<file path="config.mk">
export PLATFORM = sky130hd
export DESIGN_NAME = cid_core_slice
export DESIGN_NICKNAME = d
export VERILOG_FILES = /design/src/hw/cid_pkg.sv /design/src/hw/cid_file_mem.sv /design/src/hw/cid_core_slice.sv
export VERILOG_INCLUDE_DIRS = /design/src /design/src/hw
export SDC_FILE = /design/constraint.sdc
export NUM_CORES = 1
export LEC_CHECK = 0
export BUFFER_PORTS_ARGS = -buffer_cell sky130_fd_sc_hd__buf_2
export CAP_MARGIN = 20
export CORE_ASPECT_RATIO = 1.4
export CORE_MARGIN = 3
export CORE_UTILIZATION = 58
export CTS_BUF_LIST = sky130_fd_sc_hd__clkbuf_4
export CTS_CLUSTER_SIZE = 16
export DETAILED_ROUTE_END_ITERATION = 10
export PLACE_DENSITY = 0.79
export SLEW_MARGIN = 20
export SYNTH_ARGS = -nofsm -noshare
export SYNTH_HDL_FRONTEND = slang
export SYNTH_SLANG_ARGS = --single-unit
</file>
<file path="constraint.sdc">
create_clock -name sys_clk -period 4.25 [get_ports sys_clk]
set_clock_uncertainty 0.15 [all_clocks]
set_input_delay 0.85 -clock sys_clk [delete_from_list [all_inputs] [get_ports sys_clk]]
set_output_delay 0.85 -clock sys_clk [all_outputs]
set_load 0.1 [all_outputs]
</file>
<file path="src/hw/cid_regs.svh">
`ifndef CID_REGS_SVH
`define CID_REGS_SVH

// ----------------------------------------------------------------
// Register byte offsets
// ----------------------------------------------------------------
`define CID_OFF_CTRL 8'h00
`define CID_OFF_INSTR 8'h04
`define CID_OFF_STATUS 8'h08
`define CID_OFF_ACC 8'h0C
`define CID_OFF_PC 8'h10
`define CID_OFF_STACK 8'h14
`define CID_OFF_WDT 8'h18
`define CID_OFF_STATE 8'h1C
`define CID_OFF_COUNT 8'h20
`define CID_OFF_RESULT 8'h24
`define CID_FILE_SEL_BIT 7

// ----------------------------------------------------------------
// Field positions
// ----------------------------------------------------------------
`define CID_CTRL_PSA_BIT 0
`define CID_INSTR_OP_LSB 0
`define CID_INSTR_DEST_BIT 4
`define CID_INSTR_FADR_LSB 8
`define CID_INSTR_LIT_LSB 16
`define CID_ST_NULL_BIT 2
`define CID_ST_SLEEP_BIT 3
`define CID_ST_EXPIRY_BIT 4
`define CID_ST_PAGE_LSB 5
`define CID_STATE_BUSY_BIT 0
`define CID_STATE_SECOND_BIT 1
`define CID_STATE_ILLEGAL_BIT 2
`define CID_WDT_PRESC_LSB 8

// ----------------------------------------------------------------
// Reset values and timing
// ----------------------------------------------------------------
`define CID_STATUS_RST 8'h18
`define CID_CTRL_RST 1'b1
`define CID_CYC_CLKS 4

`endif

</file>
<file path="src/hw/cid_pkg.sv">
package cid_pkg;

  typedef enum logic [3:0] {
    CID_OP_NOP,
    CID_OP_CALL,
    CID_OP_ACC_CLR,
    CID_OP_WDT_KICK,
    CID_OP_FILE_CLR,
    CID_OP_INV,
    CID_OP_DEC,
    CID_OP_INC
  } cid_op_t;

  typedef enum logic [1:0] {
    CID_ENG_IDLE,
    CID_ENG_FIRST,
    CID_ENG_SECOND
  } cid_eng_t;

endpackage

</file>
<file path="src/hw/cid_file_mem.sv">
`timescale 1ns/1ps
`default_nettype none

module cid_file_mem #(
  parameter int DEPTH = 32,
  parameter int WIDTH = 8
) (
  input wire logic sys_clk,
  input wire logic [$clog2(DEPTH)-1:0] addr,
  input wire logic we,
  input wire logic [WIDTH-1:0] wdata,
  output logic [WIDTH-1:0] rdata
);

  if (DEPTH < 2 || WIDTH < 1) begin : g_bad
    $error("cid_file_mem: unsupported parameters");
  end

  logic [WIDTH-1:0] mem [DEPTH];

  // ----------------------------------------------------------------
  // Storage, read data registered
  // ----------------------------------------------------------------
  always_ff @(posedge sys_clk) begin
    if (we) begin
      mem[addr] <= wdata;
    end
    rdata <= mem[addr];
  end

endmodule

`default_nettype wire

</file>
<file path="src/hw/cid_core_slice.sv">
// Functional notes
// - Call pushes PC plus one first
// - Call literal loads PC low byte
// - Call copies page bits, clears PC bit8
// - Call takes two cycles, flags unchanged
// - Accumulator clear writes zero, sets null
// - Watchdog kick zeroes watchdog counter
// - Kick clears prescaler only if watchdog-assigned
// - Kick sets expiry and sleep flags only
// - File clear zeroes register, sets null
// - Invert complements file, dest steers, null
// - Decrement file, dest steers, null updated
// - Increment file, dest steers, null updated
//
// Decided for this implementation: the Avalon-MM interface to the registers and the address map.
`timescale 1ns/1ps
`default_nettype none
`include "cid_regs.svh"

module cid_core_slice #(
  parameter int CYC_CLKS = `CID_CYC_CLKS,
  parameter int STACK_DEPTH = 2
) (
  input wire logic sys_clk,
  input wire logic rst_b,
  input wire logic [7:0] avs_address,
  input wire logic avs_read,
  input wire logic avs_write,
  input wire logic [31:0] avs_writedata,
  input wire logic [3:0] avs_byteenable,
  output logic [31:0] avs_readdata,
  output logic avs_waitrequest,
  output logic busy,
  output cid_pkg::cid_op_t exec_op,
  output logic wdt_clear_pulse,
  output logic presc_clear_pulse
);
  import cid_pkg::*;

  if (CYC_CLKS < 2 || CYC_CLKS > 256 || STACK_DEPTH < 1) begin : g_bad
    $error("cid_core_slice: unsupported parameters");
  end

  localparam int CW = (CYC_CLKS > 2) ? $clog2(CYC_CLKS) : 1;
  localparam logic [CW-1:0] CNT_LAST = CW'(CYC_CLKS - 1);

  // ----------------------------------------------------------------
  // Helpers
  // ----------------------------------------------------------------
  function automatic logic [31:0] be_merge(input logic [31:0] old_v, input logic [31:0] new_v,
                                           input logic [3:0] be);
    logic [31:0] m;
    m = old_v;
    for (int i = 0; i < 4; i++) begin
      if (be[i]) begin
        m[8*i +: 8] = new_v[8*i +: 8];
      end
    end
    return m;
  endfunction

  // ----------------------------------------------------------------
  // State
  // ----------------------------------------------------------------
  cid_eng_t st_r;
  logic [CW-1:0] cnt_r;
  logic [31:0] instr_r;
  cid_op_t op_r;
  logic dest_r;
  logic [4:0] fadr_r;
  logic [7:0] lit_r;
  logic [7:0] acc_r;
  logic [7:0] status_r;
  logic [10:0] pc_r;
  logic [10:0] stack_r [STACK_DEPTH];
  logic psa_r;
  logic [7:0] wdt_cnt_r;
  logic [7:0] presc_r;
  logic illegal_r;
  logic [15:0] exec_cnt_r;
  logic [7:0] result_r;
  logic ack_r;
  logic frd_pend_r;

  logic req;
  logic is_file;
  logic bus_ok;
  logic wr_go;
  logic [31:0] wmerge;
  logic [31:0] rd_mux;
  logic start;
  logic last_clk;
  logic push_now;
  logic exec_now;
  logic [7:0] mem_rdata;
  logic [4:0] mem_addr;
  logic mem_we;
  logic [7:0] mem_wdata;
  logic [7:0] res;
  logic res_acc;
  logic res_file;
  logic null_upd;
  logic kick;
  logic [31:0] acc_wmerge;
  logic [31:0] pc_wmerge;

  // ----------------------------------------------------------------
  // Bus slave
  // ----------------------------------------------------------------
  assign req = avs_read | avs_write;
  assign is_file = avs_address[`CID_FILE_SEL_BIT];
  assign wr_go = avs_write & ack_r;
  assign avs_waitrequest = req & ~ack_r;

  // The file bank has one port, so the bus waits while an instruction owns it
  always_comb begin
    bus_ok = 1'b1;
    if (is_file && busy) begin
      bus_ok = 1'b0;
    end
    if (avs_write && avs_address == `CID_OFF_INSTR && busy) begin
      bus_ok = 1'b0;
    end
    if (avs_read && is_file && !frd_pend_r) begin
      bus_ok = 1'b0;
    end
  end

  always_ff @(posedge sys_clk or negedge rst_b) begin
    if (!rst_b) begin
      ack_r <= 1'b0;
      frd_pend_r <= 1'b0;
    end else begin
      ack_r <= req & ~ack_r & bus_ok;
      frd_pend_r <= avs_read & is_file & ~busy & ~ack_r & ~frd_pend_r;
    end
  end

  always_comb begin
    rd_mux = 32'h0000_0000;
    if (is_file) begin
      rd_mux = {24'h00_0000, mem_rdata};
    end else begin
      case (avs_address)
        `CID_OFF_CTRL: rd_mux[`CID_CTRL_PSA_BIT] = psa_r;
        `CID_OFF_INSTR: rd_mux = instr_r;
        `CID_OFF_STATUS: rd_mux = {24'h00_0000, status_r};
        `CID_OFF_ACC: rd_mux = {24'h00_0000, acc_r};
        `CID_OFF_PC: rd_mux = {21'h00_0000, pc_r};
        `CID_OFF_STACK: rd_mux = {21'h00_0000, stack_r[0]};
        `CID_OFF_WDT: rd_mux = {16'h0000, presc_r, wdt_cnt_r};
        `CID_OFF_STATE: begin
          rd_mux[`CID_STATE_BUSY_BIT] = busy;
          rd_mux[`CID_STATE_SECOND_BIT] = (st_r == CID_ENG_SECOND);
          rd_mux[`CID_STATE_ILLEGAL_BIT] = illegal_r;
        end
        `CID_OFF_COUNT: rd_mux = {16'h0000, exec_cnt_r};
        `CID_OFF_RESULT: rd_mux = {24'h00_0000, result_r};
        default: rd_mux = 32'h0000_0000;
      endcase
    end
  end

  always_ff @(posedge sys_clk or negedge rst_b) begin
    if (!rst_b) begin
      avs_readdata <= 32'h0000_0000;
    end else if (avs_read && !ack_r && bus_ok) begin
      avs_readdata <= rd_mux;
    end
  end

  // ----------------------------------------------------------------
  // Instruction latch and sequencer
  // ----------------------------------------------------------------
  assign wmerge = be_merge(instr_r, avs_writedata, avs_byteenable);
  assign acc_wmerge = be_merge({24'h00_0000, acc_r}, avs_writedata, avs_byteenable);
  assign pc_wmerge = be_merge({21'h00_0000, pc_r}, avs_writedata, avs_byteenable);
  assign start = wr_go && !is_file && avs_address == `CID_OFF_INSTR;
  assign busy = (st_r != CID_ENG_IDLE);
  assign exec_op = op_r;
  assign last_clk = busy && cnt_r == CNT_LAST;
  assign push_now = last_clk && st_r == CID_ENG_FIRST && op_r == CID_OP_CALL;
  assign exec_now = last_clk && (st_r == CID_ENG_SECOND || op_r != CID_OP_CALL);

  always_ff @(posedge sys_clk or negedge rst_b) begin
    if (!rst_b) begin
      instr_r <= 32'h0000_0000;
      op_r <= CID_OP_NOP;
      dest_r <= 1'b0;
      fadr_r <= 5'h00;
      lit_r <= 8'h00;
    end else if (start) begin
      instr_r <= wmerge;
      // Codes past the last operation run as a no-op and raise a sticky flag
      op_r <= wmerge[`CID_INSTR_OP_LSB + 3] ? CID_OP_NOP : cid_op_t'(wmerge[`CID_INSTR_OP_LSB +: 4]);
      dest_r <= wmerge[`CID_INSTR_DEST_BIT];
      fadr_r <= wmerge[`CID_INSTR_FADR_LSB +: 5];
      lit_r <= wmerge[`CID_INSTR_LIT_LSB +: 8];
    end
  end

  always_ff @(posedge sys_clk or negedge rst_b) begin
    if (!rst_b) begin
      st_r <= CID_ENG_IDLE;
      cnt_r <= '0;
    end else begin
      case (st_r)
        CID_ENG_IDLE: begin
          cnt_r <= '0;
          if (start) begin
            st_r <= CID_ENG_FIRST;
          end
        end
        CID_ENG_FIRST: begin
          if (cnt_r == CNT_LAST) begin
            cnt_r <= '0;
            st_r <= (op_r == CID_OP_CALL) ? CID_ENG_SECOND : CID_ENG_IDLE;
          end else begin
            cnt_r <= cnt_r + 1'b1;
          end
        end
        CID_ENG_SECOND: begin
          if (cnt_r == CNT_LAST) begin
            cnt_r <= '0;
            st_r <= CID_ENG_IDLE;
          end else begin
            cnt_r <= cnt_r + 1'b1;
          end
        end
        default: begin
          st_r <= CID_ENG_IDLE;
          cnt_r <= '0;
        end
      endcase
    end
  end

  // ----------------------------------------------------------------
  // File bank and result path
  // ----------------------------------------------------------------
  assign mem_addr = busy ? fadr_r : avs_address[6:2];
  assign mem_we = (exec_now & res_file) | (wr_go & is_file & avs_byteenable[0]);
  assign mem_wdata = busy ? res : avs_writedata[7:0];

  cid_file_mem #(
    .DEPTH(32),
    .WIDTH(8)
  ) u_file (
    .sys_clk(sys_clk),
    .addr(mem_addr),
    .we(mem_we),
    .wdata(mem_wdata),
    .rdata(mem_rdata)
  );

  // File data is valid from the second clock of the cycle; results are used only at the last
  always_comb begin
    res = 8'h00;
    res_acc = 1'b0;
    res_file = 1'b0;
    null_upd = 1'b0;
    kick = 1'b0;
    case (op_r)
      CID_OP_ACC_CLR: begin
        res_acc = 1'b1;
        null_upd = 1'b1;
      end
      CID_OP_FILE_CLR: begin
        res_file = 1'b1;
        null_upd = 1'b1;
      end
      CID_OP_INV: begin
        res = ~mem_rdata;
        res_acc = ~dest_r;
        res_file = dest_r;
        null_upd = 1'b1;
      end
      CID_OP_DEC: begin
        res = mem_rdata - 8'h01;
        res_acc = ~dest_r;
        res_file = dest_r;
        null_upd = 1'b1;
      end
      CID_OP_INC: begin
        res = mem_rdata + 8'h01;
        res_acc = ~dest_r;
        res_file = dest_r;
        null_upd = 1'b1;
      end
      CID_OP_WDT_KICK: kick = 1'b1;
      default: res = 8'h00;
    endcase
  end

  always_ff @(posedge sys_clk or negedge rst_b) begin
    if (!rst_b) begin
      acc_r <= 8'h00;
    end else if (exec_now && res_acc) begin
      acc_r <= res;
    end else if (wr_go && !is_file && avs_address == `CID_OFF_ACC) begin
      acc_r <= acc_wmerge[7:0];
    end
  end

  always_ff @(posedge sys_clk or negedge rst_b) begin
    if (!rst_b) begin
      result_r <= 8'h00;
      exec_cnt_r <= 16'h0000;
    end else if (exec_now) begin
      result_r <= res;
      exec_cnt_r <= exec_cnt_r + 16'h0001;
    end
  end

  // ----------------------------------------------------------------
  // Status register
  // ----------------------------------------------------------------
  // Hardware updates land after a software write in the same clock, so they win
  always_ff @(posedge sys_clk or negedge rst_b) begin
    if (!rst_b) begin
      status_r <= `CID_STATUS_RST;
    end else begin
      if (wr_go && !is_file && avs_address == `CID_OFF_STATUS && avs_byteenable[0]) begin
        status_r <= avs_writedata[7:0];
      end
      if (exec_now && null_upd) begin
        status_r[`CID_ST_NULL_BIT] <= (res == 8'h00);
      end
      if (exec_now && kick) begin
        status_r[`CID_ST_EXPIRY_BIT] <= 1'b1;
        status_r[`CID_ST_SLEEP_BIT] <= 1'b1;
      end
    end
  end

  always_ff @(posedge sys_clk or negedge rst_b) begin
    if (!rst_b) begin
      illegal_r <= 1'b0;
    end else if (start && wmerge[`CID_INSTR_OP_LSB + 3]) begin
      illegal_r <= 1'b1;
    end else if (wr_go && !is_file && avs_address == `CID_OFF_STATE &&
                 avs_writedata[`CID_STATE_ILLEGAL_BIT]) begin
      illegal_r <= 1'b0;
    end
  end

  // ----------------------------------------------------------------
  // Program counter and return stack
  // ----------------------------------------------------------------
  always_ff @(posedge sys_clk or negedge rst_b) begin
    if (!rst_b) begin
      pc_r <= 11'h000;
    end else if (exec_now && op_r == CID_OP_CALL) begin
      pc_r <= {status_r[`CID_ST_PAGE_LSB +: 2], 1'b0, lit_r};
    end else if (exec_now) begin
      pc_r <= pc_r + 11'h001;
    end else if (wr_go && !is_file && avs_address == `CID_OFF_PC) begin
      pc_r <= pc_wmerge[10:0];
    end
  end

  // Deepest entry falls off when the stack overflows
  always_ff @(posedge sys_clk or negedge rst_b) begin
    if (!rst_b) begin
      for (int i = 0; i < STACK_DEPTH; i++) begin
        stack_r[i] <= 11'h000;
      end
    end else if (push_now) begin
      stack_r[0] <= pc_r + 11'h001;
      for (int i = 1; i < STACK_DEPTH; i++) begin
        stack_r[i] <= stack_r[i-1];
      end
    end
  end

  // ----------------------------------------------------------------
  // Watchdog and shared prescaler
  // ----------------------------------------------------------------
  always_ff @(posedge sys_clk or negedge rst_b) begin
    if (!rst_b) begin
      psa_r <= `CID_CTRL_RST;
    end else if (wr_go && !is_file && avs_address == `CID_OFF_CTRL && avs_byteenable[0]) begin
      psa_r <= avs_writedata[`CID_CTRL_PSA_BIT];
    end
  end

  always_ff @(posedge sys_clk or negedge rst_b) begin
    if (!rst_b) begin
      presc_r <= 8'h00;
    end else if (exec_now && kick && psa_r) begin
      presc_r <= 8'h00;
    end else begin
      presc_r <= presc_r + 8'h01;
    end
  end

  // Counter ticks on prescaler wrap when assigned, else every clock
  always_ff @(posedge sys_clk or negedge rst_b) begin
    if (!rst_b) begin
      wdt_cnt_r <= 8'h00;
    end else if (exec_now && kick) begin
      wdt_cnt_r <= 8'h00;
    end else if (!psa_r || presc_r == 8'hFF) begin
      wdt_cnt_r <= wdt_cnt_r + 8'h01;
    end
  end

  always_ff @(posedge sys_clk or negedge rst_b) begin
    if (!rst_b) begin
      wdt_clear_pulse <= 1'b0;
      presc_clear_pulse <= 1'b0;
    end else begin
      wdt_clear_pulse <= exec_now & kick;
      presc_clear_pulse <= exec_now & kick & psa_r;
    end
  end

endmodule

`default_nettype wire

</file>
* After elaboration in Yosys (flattened, before gate mapping)
Memories as Yosys holds them, arrays and structs flattened. A register that Yosys moved wholly into a read port is not among the register bits.
Cells that the tools add are included.
** Operators by class
- Add/sub/neg operators :: 7
- Bitwise gates (word level) :: 19
- Equal/unequal tests :: 24
- $mul :: 0
- Shifts and indexed selects :: 0
- Magnitude comparators :: 0
- Reductions and logical operators :: 56
- Divide/modulo/power cells :: 0
- Mux-type cells :: 42
** Operators with widths (count)
- $pmux W29 S8 :: 1
- $mux W8 :: 8
- $mux W11 :: 3
- $eq A8 B5 Y1 const B :: 4
- $mux W32 :: 1
- $logic_and A1 B1 Y1 :: 27
- $add A8 B1 Y8 const B :: 3
- $pmux W8 S3 :: 1
- $mux W5 :: 4
- $pmux W2 S9 :: 1
- $add A16 B1 Y16 const B :: 1
- $eq A4 B3 Y1 const B :: 4
- $eq A8 B4 Y1 const B :: 2
- $eq A8 B6 Y1 const B :: 2
- $logic_not A8 Y1 :: 2
- $mux W2 :: 7
- $reduce_bool A2 Y1 :: 7
- $and A1 B1 Y1 :: 12
- $reduce_and A2 Y1 :: 6
- $add A11 B1 Y11 const B :: 1
- $mux W1 :: 10
- $pmux W1 S10 :: 1
- $reduce_bool A3 Y1 :: 3
- $eq A4 B2 Y1 const B :: 2
- 23 further kinds :: 35
** Storage, ports and cells
- Memories kept :: 1
- Latch bits :: 0
- Output and inout port bits :: 40
- Bits in writable memories :: 256
- Memory bits (read-only) :: 0
- Bits of input ports :: 48
- Register bits :: 170
- Word-level logic and storage cells :: 177
** Memory list
- u_file.mem :: depth 32, bits a word 8, rd ports 1, clocked after memory_dff 1, wr ports 1, RTL line cid_file_mem.sv:19 : logic [WIDTH-1:0] mem [DEPTH];

* Depth between registers and ports, before layout
- Depth in word-level cells :: 7
- Mapped depth :: 11
- Depth with buffers taken out :: 7

* By module
A second synthesis with hierarchy kept.
** Unflattened totals
- Cell total of the unflattened synthesis :: 1388
- Area total of the unflattened synthesis :: 18416.4 µm²
** Modules (own cells, without submodules)
- cid_file_mem :: sequential area each 7847.5 µm², instances 1, area an instance 10201.0 µm², cells an instance 576
- cid_core_slice :: sequential area each 3882.5 µm², instances 1, area an instance 8215.4 µm², cells an instance 812

* Worst setup path after synthesis
OpenSTA, ideal clock, no wires.
- Path type :: register to register
- Start :: reg op_r[2], in the netlist exec_op[2]
- End :: mem u_file.mem[0][7] (data pin)
- Arrival time :: 4.720 ns
- Clock period less this slack :: 5.324 ns
- Path slack :: -1.074 ns
- Path buffers :: 3
- Cell stages (with the launch flop) :: 11
- Cell sequence :: dfrtp_1 buf_2 buf_1 clkbuf_1 nand3_1 ha_1 a211oi_1 o21ai_0 a221oi_1 nor3_1 o21ai_0
** On the way
- Cells in the longest elaborated chain, start to end :: 3
** RTL lines
- start, declared :: RTL line cid_core_slice.sv:68 : cid_op_t op_r;
- start signal, assigned :: RTL line cid_core_slice.sv:195 : op_r <= wmerge[`CID_INSTR_OP_LSB + 3] ? CID_OP_NOP : cid_op_t'(wmerge[`CID_INSTR_OP_LSB +: 4]);
- $eq A4 B3 Y1 :: RTL line cid_core_slice.sv:263 : case (op_r)
- $pmux W8 S3 (*) :: RTL line cid_core_slice.sv:263
- $mux W8 (*) :: RTL line cid_core_slice.sv:243 : assign mem_wdata = busy ? res : avs_writedata[7:0];
- net mem_wdata[7] :: RTL line cid_core_slice.sv:98 : logic [7:0] mem_wdata;
- end, declared :: RTL line cid_file_mem.sv:19
Mark *: on every way through the listed nets, which the timed path passes. The rest lies on a longest branch.

* Worst setup path in the final report
- Start :: reg st_r[1]
- End :: out busy
** On the way
- Cells in the longest elaborated chain, start to end :: 1
** RTL lines
- start, declared :: RTL line cid_core_slice.sv:65 : cid_eng_t st_r;
- start signal, assigned :: RTL line cid_core_slice.sv:217 : st_r <= (op_r == CID_OP_CALL) ? CID_ENG_SECOND : CID_ENG_IDLE;
- $reduce_bool A2 Y1 :: RTL line cid_core_slice.sv:179 : assign busy = (st_r != CID_ENG_IDLE);
- end, declared :: RTL line cid_core_slice.sv:33 : output logic busy,
Every way passes these cells.

==> results.md <==
- CP Max Fanout: 32
- Worst-case clock buffer depth: 3
- Worst-margin pin slew: 895.5 ps
- Mean Syn Cell Area: 13.40 um2
- Die Y: 217.6 um
- Drt drc: 0
- Layout area overhead: 12.06%
- Hold Path Class: in -> reg
- Starting DRT DRC Count: 1301
- Yosys top cell by area: edfxtp_1
- Worst hold stages: 2
- Synth Flop Type: edfxtp_1
- Worst VDD drop: 0.2527 mV
- Power density cells: 407.2 nW/um2
- Syn_nets: 1448
- DRT antenna net count: 0
- Post-synth EDFFs: 256
- Sink Count: 419
- Post-DR wirelength/cell: 24.15 um
- R2R Setup Slk: 830 ps
- Required time of the worst setup path: 3250 ps
- Root buffer cell: clkbuf_4
- WS Path Type: reg -> out
- Number of library cell types mapped by synthesis: 83
- Pre-CTS WS: 595.2 ps
- Crit path arrival time: 2510 ps
- Final worst slack: 742.9 ps
- Clk slew on worst S/H paths: 60 ps
- R2r worst-path depth: 9
- Most frequent cell after synthesis: edfxtp_1
- Die W: 157.1 um
- Post-synth top area share: 41.46%
- Min Clock Period, post-route: 3507 ps
- Starting Density: 59.45%
- Insertion delay of the later-clocked pin in the worst-skew pair: 790 ps
- GP Congestion: 1.006
- H-tree Lvls: 3
- Max Cap Viol: 0
- Max Slew Vio Count: 0
- Largest net degree at the start of global routing: 76
- Final-layout fill cell count: 2258
- Cells after synthesis: 1384
- Initial antenna violation count: 3
- Min Hold Slack: 150.6 ps
- Final Util: 66.62%
- Final Cycle Share: 82.52%
- CTS tree: yes
- Cts bufs inserted: 97
- Unrepaired setup endpoints after global routing: false
- Status: complete, no violations
- # port buffers: 86
- HP Start: avs_writedata[13]
- Grt ovf: 0
- Fmax: 285.1 MHz
- Layout net count: 1595
- Die area: 34180 um2
- Slew headroom: 39.94%
- #FFs+latches synth: 419
- Async S/R FF share, synth: 36.99%
- DP HPWL: 33100 um
- Total core area: 31190 um2
- Critical Path Source Type: flop
- Largest cells by area after synthesis: edfxtp_1 (41%), dfrtp_1 (21%), mux4_2 (5.8%)
- # hold bufs at CTS: 1
- Leak Pwr: 0.008036 uW
- Post-route insts no fill: 1992
- GRT Total Usage: 28.55%
- Synth warnings: 0
- Drt pass-1 iters: 6
- Synth top cells by count: edfxtp_1 (256), dfrtp_1 (152), nand2_1 (117)
- Layout cell share with drive strength beyond 1: 25.08%
- Ports: 88
- # resized after CTS: 0
- Vias/cell: 6.417
- Final setup viols: 0
- RR Startpoint: st_r[1]$_DFFE_PN0P_
- R2r endpoint: u_file.rdata[2]$_DFF_P_
- Register area share after synthesis: 63.26%
- Cell Area, Synth: 18540 um2
- Number of global-route vias before repair: 12994
- Setup repair bufs after CTS: 0
- Fin Setup TNS: 0 ps
- Site Rows: 76
- Placed cell count: 1819
- Critical path capture point type: primary output
- Final hold vios: 0
- Total number of vias: 12782
- First-pass GRT wire length: 74200 um
- Hold Path Sink: instr_r[13]$_DFFE_PN0P_
- WL final: 48120 um
area by class of cell:
type,instances,area (um2),share of cell area (%)
timing repair buffer,132,813.3,3.914
tap,390,488.0,2.349
inverter,13,48.80,0.2349
antenna,3,7.507,0.03613
sequential,419,11730,56.46
clock buffer,132,991.0,4.769
clock inverter,35,247.7,1.192
multi-input combinational,868,6450,31.04
per-layer routing:
layer / GRT usage (%) / share of wire [%] / vias up
met5: 0 / 0 / -
met4: 20.03 / 7.5 / 0
met3: 6.194 / 8.0 / 189
met2: 47.49 / 50 / 727
met1: 32.55 / 34 / 6224
li1: - / - / 5642
through the flow:
step / total power (uW) / cell area [um2]
floorplan: 5026 / 18560
global placement: 5285 / 19480
detailed placement: 5303 / 19480
CTS: 8527 / 20730
global route: 8808 / 20780
finish: 8461 / 20780
report_power, final:
part	total (uW)	internal, uW	leakage [uW]	switching (uW)
clock	3230	1680	0.000732	1550
sequential	4510	4390	0.00442	112
combinational	720	225	0.00288	495
state kept, by name (all words and copies together), names as in the netlist:
name,count
acc_r,8
ack_r,1
avs_readdata,32
cnt_r,2
exec_cnt_r,16
exec_op,3
frd_pend_r,1
illegal_r,1
instr_r,32
pc_r,11
presc_clear_pulse,1
presc_r,8
psa_r,1
result_r,8
st_r,2
stack_r,11
status_r,8
u_file.mem,256
u_file.rdata,8
wdt_clear_pulse,1
wdt_cnt_r,8
critical path, stage by stage, from the launching register on:
cell and delay, ps:
dfrtp_1 400, inv_1 110, ha_2 300, buf_4 370
inv_1 230, buf_2 350
placed cells by master (no fill, tap or decap), types with 7 or more instances in the layout:
master,n
ha_1,14
nor3b_1,10
inv_1,13
a22oi_1,45
and3_1,14
mux2i_1,26
o21ai_0,108
clkinv_1,23
nand3_1,32
nand3b_1,7
o211ai_1,7
buf_2,85
dfxtp_1,8
nand4_1,37
clkbuf_4,133
mux2_2,43
and2_1,9
a221oi_1,9
nor3_1,14
a22o_1,9
nand2_1,117
nor2b_1,7
dfrtp_1,151
mux4_2,48
a21oi_1,28
a32o_1,7
o21ai_1,23
xnor2_1,25
xor2_1,14
o22ai_1,9
buf_4,41
nor2_1,100
edfxtp_1,256
worst max path at each step:
| stage | from | to | slack [ps] | cells after the start |
|---|---|---|---|---|
| 2_1_floorplan | exec_op[1]$_DFFE_PN0P_ | u_file.mem[0][7]$_DFFE_PP_ | 40 | 9 |
| 3_3_place_gp | exec_op[1]$_DFFE_PN0P_ | u_file.mem[27][7]$_DFFE_PP_ | 800 | 7 |
| 3_5_place_dp | exec_op[1]$_DFFE_PN0P_ | u_file.mem[5][7]$_DFFE_PP_ | 600 | 7 |
| 4_1_cts | exec_op[1]$_DFFE_PN0P_ | u_file.mem[7][7]$_DFFE_PP_ | 570 | 7 |
| 5_1_grt | st_r[1]$_DFFE_PN0P_ | busy | 620 | 5 |
| 6_report | st_r[1]$_DFFE_PN0P_ | busy | 740 | 5 |
logic make-up after synthesis:
| group | Yosys count | synth area share (%) |
|---|---|---|
| buffers and inverters | 97 | 2.477 |
| XOR/XNOR | 39 | 1.842 |
| adder cells (fa/ha/maj) | 16 | 1.120 |
| flip-flops | 419 | 63.26 |
| other | 1 | 0.02022 |
| AO/OA/AOI/OAI | 306 | 10.64 |
| multiplexers | 119 | 9.953 |
| AND/OR/NAND/NOR | 387 | 10.68 |
(Power assumes the default switching activity.)
